**src/tpx_pkg.sv**
```systemverilog
// Purpose: shared constants and types for the timer/port transfer executor
// Assumes: 32-bit Avalon-MM slave, byte addresses, one word per register
// Notes: register A/B/Y are the nibble working registers of the core
package tpx_pkg;

  // ----------------------------------------------------------------
  // register map (byte addresses)
  // ----------------------------------------------------------------
  localparam logic [5:0] ADR_REG_A = 6'h00; // working register A
  localparam logic [5:0] ADR_REG_B = 6'h04; // working register B
  localparam logic [5:0] ADR_REG_Y = 6'h08; // working register Y
  localparam logic [5:0] ADR_CMD = 6'h0C; // write: execute op, read: last op
  localparam logic [5:0] ADR_IRQCTL = 6'h10; // irq_control_reg_one
  localparam logic [5:0] ADR_T1 = 6'h14; // timer 1 count, read only
  localparam logic [5:0] ADR_T1RLD = 6'h18; // timer1_reload_reg
  localparam logic [5:0] ADR_T2 = 6'h1C; // timer 2 count, read only
  localparam logic [5:0] ADR_T2RLO = 6'h20; // timer2_reload_low_reg, read only
  localparam logic [5:0] ADR_T2RHI = 6'h24; // timer2_reload_high_reg, read only
  localparam logic [5:0] ADR_STAT = 6'h28; // flags and skip result
  localparam logic [5:0] ADR_TCTL = 6'h2C; // timer run bits
  localparam logic [5:0] ADR_PORTS = 6'h30; // output latches, read only
  localparam logic [5:0] ADR_DRV = 6'h34; // drive ctrl 0..3, read only
  localparam logic [5:0] ADR_WAKE = 6'h38; // keyon_wake_ctrl_0, read only

  // ----------------------------------------------------------------
  // field positions
  // ----------------------------------------------------------------
  localparam int T1_IRQ_EN_BIT = 2; // timer1_irq_enable_bit in irq ctl
  localparam int T2_IRQ_EN_BIT = 3; // timer2_irq_enable_bit in irq ctl
  localparam int STAT_T1F_BIT = 0; // timer1_request_flag
  localparam int STAT_T2F_BIT = 1; // timer2_request_flag
  localparam int STAT_SKIP_BIT = 2; // last op asked for a skip
  localparam int TCTL_T1RUN_BIT = 0; // timer 1 counts
  localparam int TCTL_T2RUN_BIT = 1; // timer 2 counts
  localparam int D_BITS = 4; // valid D-port indices 0..3

  // ----------------------------------------------------------------
  // reset values and timing
  // ----------------------------------------------------------------
  localparam logic [3:0] NIB_RST = 4'h0; // nibble registers
  localparam logic [7:0] BYTE_RST = 8'h00; // timers and reloads
  localparam logic [3:0] D_RST = 4'hF; // D port idles high
  localparam int CLK_HZ = 50000000; // core clock rate
  localparam int TICK_NS = 1000; // timer tick period in ns
  localparam int TICK_CYC = TICK_NS / (1000000000 / CLK_HZ); // 50 cycles
  localparam logic [5:0] TICK_LAST = 6'(TICK_CYC - 1); // divider wrap

  // ----------------------------------------------------------------
  // operation codes written to the command register
  // ----------------------------------------------------------------
  typedef enum logic [4:0] {
    OP_NOP = 5'h00,
    OP_RD_T2 = 5'h01,
    OP_LD_T2 = 5'h02,
    OP_LD_T2H = 5'h03,
    OP_RLD_T1 = 5'h04,
    OP_RLD_T2 = 5'h05,
    OP_SKIP_T1 = 5'h06,
    OP_SKIP_T2 = 5'h07,
    OP_RD_P0 = 5'h08,
    OP_WR_P0 = 5'h09,
    OP_RD_P1 = 5'h0A,
    OP_WR_P1 = 5'h0B,
    OP_RD_P2 = 5'h0C,
    OP_WR_P2 = 5'h0D,
    OP_SET_ALL_D = 5'h0E,
    OP_CLR_D = 5'h0F,
    OP_SET_D = 5'h10,
    OP_TEST_D = 5'h11,
    OP_WR_DRV0 = 5'h12,
    OP_WR_DRV1 = 5'h13,
    OP_WR_DRV2 = 5'h14,
    OP_WR_DRV3 = 5'h15,
    OP_WR_WAKE = 5'h16,
    OP_RD_WAKE = 5'h17
  } tpx_op_type;

  // output latches of the ports
  typedef struct packed {
    logic [3:0] p0;
    logic [3:0] p1;
    logic [1:0] p2;
    logic [3:0] d;
  } tpx_pout_type;

endpackage : tpx_pkg

```
**src/tpx_exec.sv**
```systemverilog
// Purpose: executes timer and port transfer operations on command
// Assumes: software loads A, B, Y, then writes an op code to the command reg
// Notes: each op completes in the bus cycle that writes it
// Summary of operation
// (RULE1) read timer 2: high to B, low to A
// (RULE2) load B:A into timer 2 and low reload
// (RULE3) load B:A into high reload only
// (RULE4) reload timer 1 from its reload register
// (RULE5) reload timer 2 from low reload
// (RULE6) timer1 flag set: clear it and skip
// (RULE7) timer1 irq enabled: skip test is nop
// (RULE8) timer2 flag set: clear it and skip
// (RULE9) timer2 irq enabled: skip test is nop
// (RULE10) port zero inputs into A
// (RULE11) A onto port zero latches
// (RULE12) port one inputs into A
// (RULE13) A onto port one latches
// (RULE14) port two into A1:A0, A3 cleared
// (RULE15) A1:A0 onto port two latches
// (RULE16) clear D bit indexed by Y
// (RULE17) set D bit indexed by Y
// (RULE18) skip when indexed D bit is zero
// (RULE19) A into selected drive control register
// (RULE20) A into key-on wakeup control
// (RULE21) key-on wakeup control into A
// (RULE22) set every D output bit
// (RULE23) only Y values 0..3 select a D bit
`timescale 1ns/10ps

module tpx_exec
  import tpx_pkg::*;
(
  input wire logic CLK_I,
  input wire logic SYS_RST_I,
  input wire logic [5:0] AVS_ADDRESS_I,
  input wire logic AVS_READ_I,
  input wire logic AVS_WRITE_I,
  input wire logic [31:0] AVS_WRITEDATA_I,
  input wire logic [3:0] AVS_BYTEENABLE_I,
  output logic [31:0] AVS_READDATA_O,
  output logic AVS_WAITREQUEST_O,
  input wire logic [3:0] P0_I,
  input wire logic [3:0] P1_I,
  input wire logic [1:0] P2_I,
  output logic [3:0] P0_O,
  output logic [3:0] P1_O,
  output logic [1:0] P2_O,
  output logic [3:0] D_O,
  output logic [15:0] DRV_CTRL_O,
  output logic [3:0] WAKE_CTRL_O
);

  // ----------------------------------------------------------------
  // helpers
  // ----------------------------------------------------------------
  // one-hot mask of the D bit picked by Y; zero for out-of-range Y
  function automatic logic [3:0] d_mask(input logic [3:0] y);
    logic [3:0] m;
    m = 4'h0;
    if (y < 4'(D_BITS)) begin // RULE23
      m[y[1:0]] = 1'b1;
    end
    return m;
  endfunction : d_mask
  // ----------------------------------------------------------------
  // declarations
  // ----------------------------------------------------------------
  logic ack_reg; // second cycle of an access
  logic acc_wr; // write taken this edge
  logic [31:0] rdata_reg; // registered read data
  logic [3:0] a_reg; // working register A
  logic [3:0] b_reg; // working register B
  logic [3:0] y_reg; // working register Y
  tpx_op_type op; // op code from the bus
  tpx_op_type last_op_reg; // last executed op
  logic exec; // an op executes this edge
  logic [3:0] irqctl_reg; // irq_control_reg_one
  logic [1:0] tctl_reg; // timer run bits
  logic [7:0] t1_reg; // timer 1 count
  logic [7:0] t2_reg; // timer 2 count
  logic [7:0] t1rld_reg; // timer1_reload_reg
  logic [7:0] t2rlo_reg; // timer2_reload_low_reg
  logic [7:0] t2rhi_reg; // timer2_reload_high_reg
  logic t1f_reg; // timer1_request_flag
  logic t2f_reg; // timer2_request_flag
  logic skip_reg; // last op asked for a skip
  logic skip_next; // skip decision of this op
  logic t1f_clr; // skip op clears timer 1 flag
  logic t2f_clr; // skip op clears timer 2 flag
  logic [5:0] div_reg; // tick divider
  logic tick; // one-cycle timer enable
  logic t1_uf; // timer 1 underflow
  logic t2_uf; // timer 2 underflow
  tpx_pout_type pout_reg; // port output latches
  logic [15:0] drv_reg; // drive ctrl 3..0, a nibble each
  logic [3:0] wake_reg; // keyon_wake_ctrl_0
  logic [3:0] p0_s1_reg; // port zero sync stage 1
  logic [3:0] p0_s2_reg; // port zero sync stage 2
  logic [3:0] p1_s1_reg; // port one sync stage 1
  logic [3:0] p1_s2_reg; // port one sync stage 2
  logic [1:0] p2_s1_reg; // port two sync stage 1
  logic [1:0] p2_s2_reg; // port two sync stage 2

  // ----------------------------------------------------------------
  // avalon slave handshake
  // ----------------------------------------------------------------
  // every access takes two cycles: waitrequest drops in the second
  always_ff @(posedge CLK_I) begin
    if (SYS_RST_I) begin
      ack_reg <= 1'b0;
    end else begin
      ack_reg <= (AVS_READ_I | AVS_WRITE_I) & ~ack_reg;
    end
  end

  assign AVS_WAITREQUEST_O = (AVS_READ_I | AVS_WRITE_I) & ~ack_reg;
  assign acc_wr = AVS_WRITE_I & ack_reg & AVS_BYTEENABLE_I[0];
  assign op = tpx_op_type'(AVS_WRITEDATA_I[4:0]);
  assign exec = acc_wr & (AVS_ADDRESS_I == ADR_CMD);

  // read data is captured in the first cycle, shown in the second
  always_ff @(posedge CLK_I) begin
    if (SYS_RST_I) begin
      rdata_reg <= 32'h0000_0000;
    end else if (AVS_READ_I & ~ack_reg) begin
      unique case (AVS_ADDRESS_I)
        ADR_REG_A: rdata_reg <= {28'h0, a_reg};
        ADR_REG_B: rdata_reg <= {28'h0, b_reg};
        ADR_REG_Y: rdata_reg <= {28'h0, y_reg};
        ADR_CMD: rdata_reg <= {27'h0, last_op_reg};
        ADR_IRQCTL: rdata_reg <= {28'h0, irqctl_reg};
        ADR_T1: rdata_reg <= {24'h0, t1_reg};
        ADR_T1RLD: rdata_reg <= {24'h0, t1rld_reg};
        ADR_T2: rdata_reg <= {24'h0, t2_reg};
        ADR_T2RLO: rdata_reg <= {24'h0, t2rlo_reg};
        ADR_T2RHI: rdata_reg <= {24'h0, t2rhi_reg};
        ADR_STAT: rdata_reg <= {29'h0, skip_reg, t2f_reg, t1f_reg};
        ADR_TCTL: rdata_reg <= {30'h0, tctl_reg};
        ADR_PORTS: rdata_reg <= {18'h0, pout_reg};
        ADR_DRV: rdata_reg <= {16'h0, drv_reg};
        ADR_WAKE: rdata_reg <= {28'h0, wake_reg};
        default: rdata_reg <= 32'h0000_0000; // unmapped reads zero
      endcase
    end
  end

  assign AVS_READDATA_O = rdata_reg;

  // ----------------------------------------------------------------
  // pin synchronisers
  // ----------------------------------------------------------------
  // two flops on every port input before use
  always_ff @(posedge CLK_I) begin
    if (SYS_RST_I) begin
      p0_s1_reg <= NIB_RST;
      p0_s2_reg <= NIB_RST;
      p1_s1_reg <= NIB_RST;
      p1_s2_reg <= NIB_RST;
      p2_s1_reg <= 2'h0;
      p2_s2_reg <= 2'h0;
    end else begin
      p0_s1_reg <= P0_I;
      p0_s2_reg <= p0_s1_reg;
      p1_s1_reg <= P1_I;
      p1_s2_reg <= p1_s1_reg;
      p2_s1_reg <= P2_I;
      p2_s2_reg <= p2_s1_reg;
    end
  end

  // ----------------------------------------------------------------
  // working registers
  // ----------------------------------------------------------------
  // A is loaded by the bus or by a transfer op
  always_ff @(posedge CLK_I) begin
    if (SYS_RST_I) begin
      a_reg <= NIB_RST;
    end else if (acc_wr & (AVS_ADDRESS_I == ADR_REG_A)) begin
      a_reg <= AVS_WRITEDATA_I[3:0];
    end else if (exec) begin
      unique case (op)
        OP_RD_T2: a_reg <= t2_reg[3:0]; // RULE1
        OP_RD_P0: a_reg <= p0_s2_reg; // RULE10
        OP_RD_P1: a_reg <= p1_s2_reg; // RULE12
        OP_RD_P2: a_reg <= {2'b00, p2_s2_reg}; // RULE14
        OP_RD_WAKE: a_reg <= wake_reg; // RULE21
        default: a_reg <= a_reg; // other ops keep A
      endcase
    end
  end

  // B and Y are loaded by the bus; B also by a timer read
  always_ff @(posedge CLK_I) begin
    if (SYS_RST_I) begin
      b_reg <= NIB_RST;
      y_reg <= NIB_RST;
    end else begin
      if (acc_wr & (AVS_ADDRESS_I == ADR_REG_B)) begin
        b_reg <= AVS_WRITEDATA_I[3:0];
      end else if (exec & (op == OP_RD_T2)) begin
        b_reg <= t2_reg[7:4]; // RULE1
      end
      if (acc_wr & (AVS_ADDRESS_I == ADR_REG_Y)) begin
        y_reg <= AVS_WRITEDATA_I[3:0];
      end
    end
  end

  // control registers written straight from the bus
  always_ff @(posedge CLK_I) begin
    if (SYS_RST_I) begin
      irqctl_reg <= NIB_RST;
      tctl_reg <= 2'b00;
      t1rld_reg <= BYTE_RST;
    end else begin
      if (acc_wr & (AVS_ADDRESS_I == ADR_IRQCTL)) begin
        irqctl_reg <= AVS_WRITEDATA_I[3:0];
      end
      if (acc_wr & (AVS_ADDRESS_I == ADR_TCTL)) begin
        tctl_reg <= AVS_WRITEDATA_I[1:0];
      end
      if (acc_wr & (AVS_ADDRESS_I == ADR_T1RLD)) begin
        t1rld_reg <= AVS_WRITEDATA_I[7:0];
      end
    end
  end

  // last executed op, for software to read back
  always_ff @(posedge CLK_I) begin
    if (SYS_RST_I) begin
      last_op_reg <= OP_NOP;
    end else if (exec) begin
      last_op_reg <= op;
    end
  end

  // ----------------------------------------------------------------
  // timers
  // ----------------------------------------------------------------
  // divider gives a one-cycle tick every microsecond
  always_ff @(posedge CLK_I) begin
    if (SYS_RST_I) begin
      div_reg <= 6'h00;
    end else if (div_reg == TICK_LAST) begin
      div_reg <= 6'h00;
    end else begin
      div_reg <= div_reg + 6'h01;
    end
  end

  assign tick = (div_reg == TICK_LAST);
  assign t1_uf = tick & tctl_reg[TCTL_T1RUN_BIT] & (t1_reg == 8'h00);
  assign t2_uf = tick & tctl_reg[TCTL_T2RUN_BIT] & (t2_reg == 8'h00);

  // timer 1 counts down, reloads on underflow or on command
  always_ff @(posedge CLK_I) begin
    if (SYS_RST_I) begin
      t1_reg <= BYTE_RST;
    end else if (exec & (op == OP_RLD_T1)) begin
      t1_reg <= t1rld_reg; // RULE4
    end else if (t1_uf) begin
      t1_reg <= t1rld_reg;
    end else if (tick & tctl_reg[TCTL_T1RUN_BIT]) begin
      t1_reg <= t1_reg - 8'h01;
    end
  end

  // timer 2 counts down; commands override the count
  always_ff @(posedge CLK_I) begin
    if (SYS_RST_I) begin
      t2_reg <= BYTE_RST;
    end else if (exec & (op == OP_LD_T2)) begin
      t2_reg <= {b_reg, a_reg}; // RULE2
    end else if (exec & (op == OP_RLD_T2)) begin
      t2_reg <= t2rlo_reg; // RULE5
    end else if (t2_uf) begin
      t2_reg <= t2rlo_reg;
    end else if (tick & tctl_reg[TCTL_T2RUN_BIT]) begin
      t2_reg <= t2_reg - 8'h01;
    end
  end

  // timer 2 reload registers, loaded only by ops
  always_ff @(posedge CLK_I) begin
    if (SYS_RST_I) begin
      t2rlo_reg <= BYTE_RST;
      t2rhi_reg <= BYTE_RST;
    end else if (exec) begin
      if (op == OP_LD_T2) begin
        t2rlo_reg <= {b_reg, a_reg}; // RULE2
      end
      if (op == OP_LD_T2H) begin
        t2rhi_reg <= {b_reg, a_reg}; // RULE3
      end
    end
  end

  // ----------------------------------------------------------------
  // skip decisions and request flags
  // ----------------------------------------------------------------
  // skip tests are nops while the matching irq enable is set
  always_comb begin
    skip_next = 1'b0;
    t1f_clr = 1'b0;
    t2f_clr = 1'b0;
    unique case (op)
      OP_SKIP_T1: begin
        if (!irqctl_reg[T1_IRQ_EN_BIT] && t1f_reg) begin // RULE7
          skip_next = 1'b1; // RULE6
          t1f_clr = 1'b1;
        end
      end
      OP_SKIP_T2: begin
        if (!irqctl_reg[T2_IRQ_EN_BIT] && t2f_reg) begin // RULE9
          skip_next = 1'b1; // RULE8
          t2f_clr = 1'b1;
        end
      end
      OP_TEST_D: skip_next = |(d_mask(y_reg) & ~pout_reg.d); // RULE18
      default: skip_next = 1'b0; // no skip for other ops
    endcase
  end

  // flags set on underflow; a set in the clear cycle wins
  always_ff @(posedge CLK_I) begin
    if (SYS_RST_I) begin
      t1f_reg <= 1'b0;
      t2f_reg <= 1'b0;
    end else begin
      if (t1_uf) begin
        t1f_reg <= 1'b1;
      end else if (exec & t1f_clr) begin
        t1f_reg <= 1'b0; // RULE6
      end
      if (t2_uf) begin
        t2f_reg <= 1'b1;
      end else if (exec & t2f_clr) begin
        t2f_reg <= 1'b0; // RULE8
      end
    end
  end

  // skip result of the last op, read back in the status register
  always_ff @(posedge CLK_I) begin
    if (SYS_RST_I) begin
      skip_reg <= 1'b0;
    end else if (exec) begin
      skip_reg <= skip_next;
    end
  end

  // ----------------------------------------------------------------
  // port output latches
  // ----------------------------------------------------------------
  // latches change only on their own ops
  always_ff @(posedge CLK_I) begin
    if (SYS_RST_I) begin
      pout_reg <= '{p0: NIB_RST, p1: NIB_RST, p2: 2'b00, d: D_RST};
    end else if (exec) begin
      unique case (op)
        OP_WR_P0: pout_reg.p0 <= a_reg; // RULE11
        OP_WR_P1: pout_reg.p1 <= a_reg; // RULE13
        OP_WR_P2: pout_reg.p2 <= a_reg[1:0]; // RULE15
        OP_SET_ALL_D: pout_reg.d <= D_RST; // RULE22
        OP_CLR_D: pout_reg.d <= pout_reg.d & ~d_mask(y_reg); // RULE16
        OP_SET_D: pout_reg.d <= pout_reg.d | d_mask(y_reg); // RULE17
        default: pout_reg <= pout_reg; // other ops keep latches
      endcase
    end
  end

  assign P0_O = pout_reg.p0;
  assign P1_O = pout_reg.p1;
  assign P2_O = pout_reg.p2;
  assign D_O = pout_reg.d;

  // ----------------------------------------------------------------
  // drive and wakeup control
  // ----------------------------------------------------------------
  // drive ctrl n takes nibble n; wakeup ctrl takes A
  always_ff @(posedge CLK_I) begin
    if (SYS_RST_I) begin
      drv_reg <= 16'h0000;
      wake_reg <= NIB_RST;
    end else if (exec) begin
      unique case (op)
        OP_WR_DRV0: drv_reg[3:0] <= a_reg; // RULE19
        OP_WR_DRV1: drv_reg[7:4] <= a_reg; // RULE19
        OP_WR_DRV2: drv_reg[11:8] <= a_reg; // RULE19
        OP_WR_DRV3: drv_reg[15:12] <= a_reg; // RULE19
        OP_WR_WAKE: wake_reg <= a_reg; // RULE20
        default: wake_reg <= wake_reg; // other ops keep them
      endcase
    end
  end

  assign DRV_CTRL_O = drv_reg;
  assign WAKE_CTRL_O = wake_reg;
endmodule : tpx_exec

```
**config.mk**
```make
export PLATFORM = sky130hd
export DESIGN_NAME = tpx_exec
export DESIGN_NICKNAME = d
export VERILOG_FILES = /design/src/tpx_pkg.sv /design/src/tpx_exec.sv
export SDC_FILE = /design/constraint.sdc
export NUM_CORES = 1
export LEC_CHECK = 0
export ABC_CLOCK_PERIOD_IN_PS = 6400
export BUFFER_PORTS_ARGS = -buffer_cell sky130_fd_sc_hd__buf_2
export CORE_MARGIN = 8
export CORE_UTILIZATION = 34
export CTS_CLUSTER_DIAMETER = 150
export DETAILED_ROUTE_END_ITERATION = 6
export GPL_TIMING_DRIVEN = 0
export PLACE_DENSITY = 0.64
export SLEW_MARGIN = 20
export SYNTH_ARGS = -nofsm -noshare
export SYNTH_HDL_FRONTEND = slang
export SYNTH_SLANG_ARGS = --single-unit
```
**constraint.sdc**
```tcl
create_clock -name CLK_I -period 6.4 [get_ports CLK_I]
set_input_delay 1.28 -clock CLK_I [delete_from_list [all_inputs] [get_ports CLK_I]]
set_output_delay 1.28 -clock CLK_I [all_outputs]
set_load 0.005 [all_outputs]
```
==> impl_metrics.ini <==
[setup_path]
reg2reg_to = t1_reg[2]
critical-path-slowest-cell = clkbuf_1
startpoint_type = primary input
cpPeakStageDelay_ns = 0.62
r2r_cells = 8
path_cells = buf_2 -> buf_1 -> clkbuf_1 -> mux2i_1 -> nor2_1 -> a221oi_1 -> o21ai_0 -> a22o_1
crit_arrival_ns = 4.03
critical_path.max_fanout = 10
startpoint = AVS_ADDRESS_I[2]
reg2reg_slack_ns = 3.64
cp.required_ns = 6.72
worstReg2RegStart = t1_reg[2]
criticalPathCategory = primary input to flop
critPathCaptureType = flop

[sta]
fin_setup_tns_ns = 0
worst_slack_ns = 2.69
fmax_mhz = 270
worst_pin_slew_ns = 1.02
drv_slew = 0
post-route-min-period_ns = 3.71
skew_ns = 0.00781
hold_viol = 0
setup_viol_count_final = 0
relSlewSlack_pct = 31.4
fin_crit_sh_pct = 57.9
rsz0062_at_grt = false

[logic_synthesis]
netlist.area_leader.share_pct = 40.9
synth_edf_count = 0
synth.area.top_cells = dfxtp_1 41%, mux2i_1 8.7%, nand2_1 5.5%
synth_seq_cells = 143
yosysSeqAreaShare_pct = 40.9
yosysWarnings = 0
ys.flop_type = dfxtp_1
syn-mean-instance-area_um2 = 8.69
post-synth-top-area-cell = dfxtp_1
synthArstFlopShare_pct = 0
syn_inst = 805
ys_types = 65
syn_area_um2 = 7000

[min_path]
hp-class = flop to flop
holdPathEnd = p1_s2_reg[1]
hold_start = p1_s1_reg[1]
worstHoldPathCells = 1

[floorplanning]
die_y_um = 159
initial_utilization_pct = 34.6
row_count = 52
die_w_um = 159
dieArea_um2 = 25400
ios = 123
core_um2 = 20200

[power_and_ir_drop]
cellLeakagePower_uw = 0.00322
p_total_uw = 1990
peakVddDrop_mv = 0.184
p_per_area_nw_per_um2 = 238

[clock_tree]
cts_buffers = 17
clock_path_buffers = 2
clk_latency_ns = 0.43
cts_hold_buf = 0
path_clk_slew_ns = 0.07
post-cts-setup-buffers = 0
cts_tree = built
root_buffer = clkbuf_16
ctsResizeCount = 0
cts.sinks = 143
cts-htree-levels = 4

[grt]
antenna_found_initial = 0
track_usage_pct = 18.7
grt_max_degree = 17
grt_pass1_vias = 6272
grt_pass1_wl_um = 37200
grt_overflow_total = 0

[placed_design]
gp_congestion = 0.960
detailed_place_hpwl_um = 18000
port_buffers = 77
post-place-ws_ns = 2.36
post_dp_cell_area_um2 = 7790

[run_status]
outcome = complete, no violations

[flow_run]
drv_cap = 0

[detailed_routing]
vias_per_cell = 5.51
post-route-drc-count = 0
antenna_left = 0
drt_wl_total_um = 24100
routedWlPerCell_um = 20.1
drtIter0Drc = 766
first_pass_iters = 6
vias = 6604

[layout]
final_common_cell = dfxtp_1
nets = 978
finish.instance_area_um2 = 8360
n_antenna_cell = 0
syn2layout_area_growth_pct = 19.4
drive_above_1_share_pct = 17.6
final_cell_mix = 143 x dfxtp_1, 103 x nor2_1, 103 x nand2_1
area by class of cell:
| type | instances | area (um^2) |
|---|---|---|
| Buffer | 64 | 337 |
| Clock buffer | 19 | 443 |
| Clock inverter | 12 | 124 |
| Fill cell | 2013 | 11900 |
| Inverter | 9 | 33.8 |
| Multi-Input combinational cell | 604 | 3830 |
| Sequential cell | 143 | 2860 |
| Tap cell | 270 | 338 |
| Timing Repair Buffer | 77 | 385 |
cells in the mapped netlist, types with 11 or more instances:
cell	instances
a21oi_1	64
a221oi_1	11
a22oi_1	12
buf_4	17
clkbuf_1	37
dfxtp_1	143
mux2i_1	61
nand2_1	103
nand3_1	18
nor2_1	103
nor2b_1	32
nor3_1	19
nor3b_1	11
o21ai_0	14
where the power goes:
part           internal, uW  total (uW)  switching, uW  leakage, uW
registers               898         901           3.47      0.00116
logic                  36.1         115           79.3      0.00180
clock network           552         971            420     0.000272
total                  1490        1990            503      0.00322
critical path: cells and delay by family:
kind	cells	cell delay [ns]
buffers and inverters	3	1.35
AOI/OAI and AO/OA	3	0.87
muxes	1	0.43
and+or+nand+nor	1	0.10
kinds of logic (layout without fill, tap and decap cells):
| family | after synthesis | count (layout) | share of synthesized area, % |
|---|---|---|---|
| compound gates | 162 | 162 | 15.6 |
| mux | 77 | 77 | 12.4 |
| fa+ha+maj | 6 | 6 | 1.07 |
| flops | 143 | 143 | 40.9 |
| buf+inv | 73 | 181 | 5.29 |
| other cells | 1 | 16 | 0.0536 |
| simple gates | 337 | 337 | 23.9 |
| xor+xnor | 6 | 6 | 0.751 |
how the worst max path moves through the flow:
stage,to,slack (ns),cells after the start
after CTS,AVS_READDATA_O[5],2.81,8
after detailed placement,AVS_READDATA_O[6],2.36,8
after global placement,AVS_READDATA_O[5],2.30,8
after global routing,AVS_READDATA_O[6],2.65,8
final,AVS_READDATA_O[6],2.69,8
after floorplan,P1_O[0],3.07,10
routing by layer:
layer / vias up / GRT usage, % / routed length, um
li1: 3071 / - / -
met1: 3113 / 25.1 / 10500
met2: 357 / 27.8 / 10400
met3: 63 / 5.17 / 2320
met4: 0 / 7.42 / 779
met5: - / 0 / 0
metrics by stage:
stage	cells	hold slack [ns]	utilization, %
2_1_floorplan	820	0.414	-
3_3_place_gp	1167	0.416	38.4
3_5_place_dp	1167	0.425	38.5
4_1_cts	1198	0.440	41.3
5_1_grt	1198	0.459	41.3
6_report	1198	0.436	41.3
Note: power is estimated with default switching activity, not from simulation.
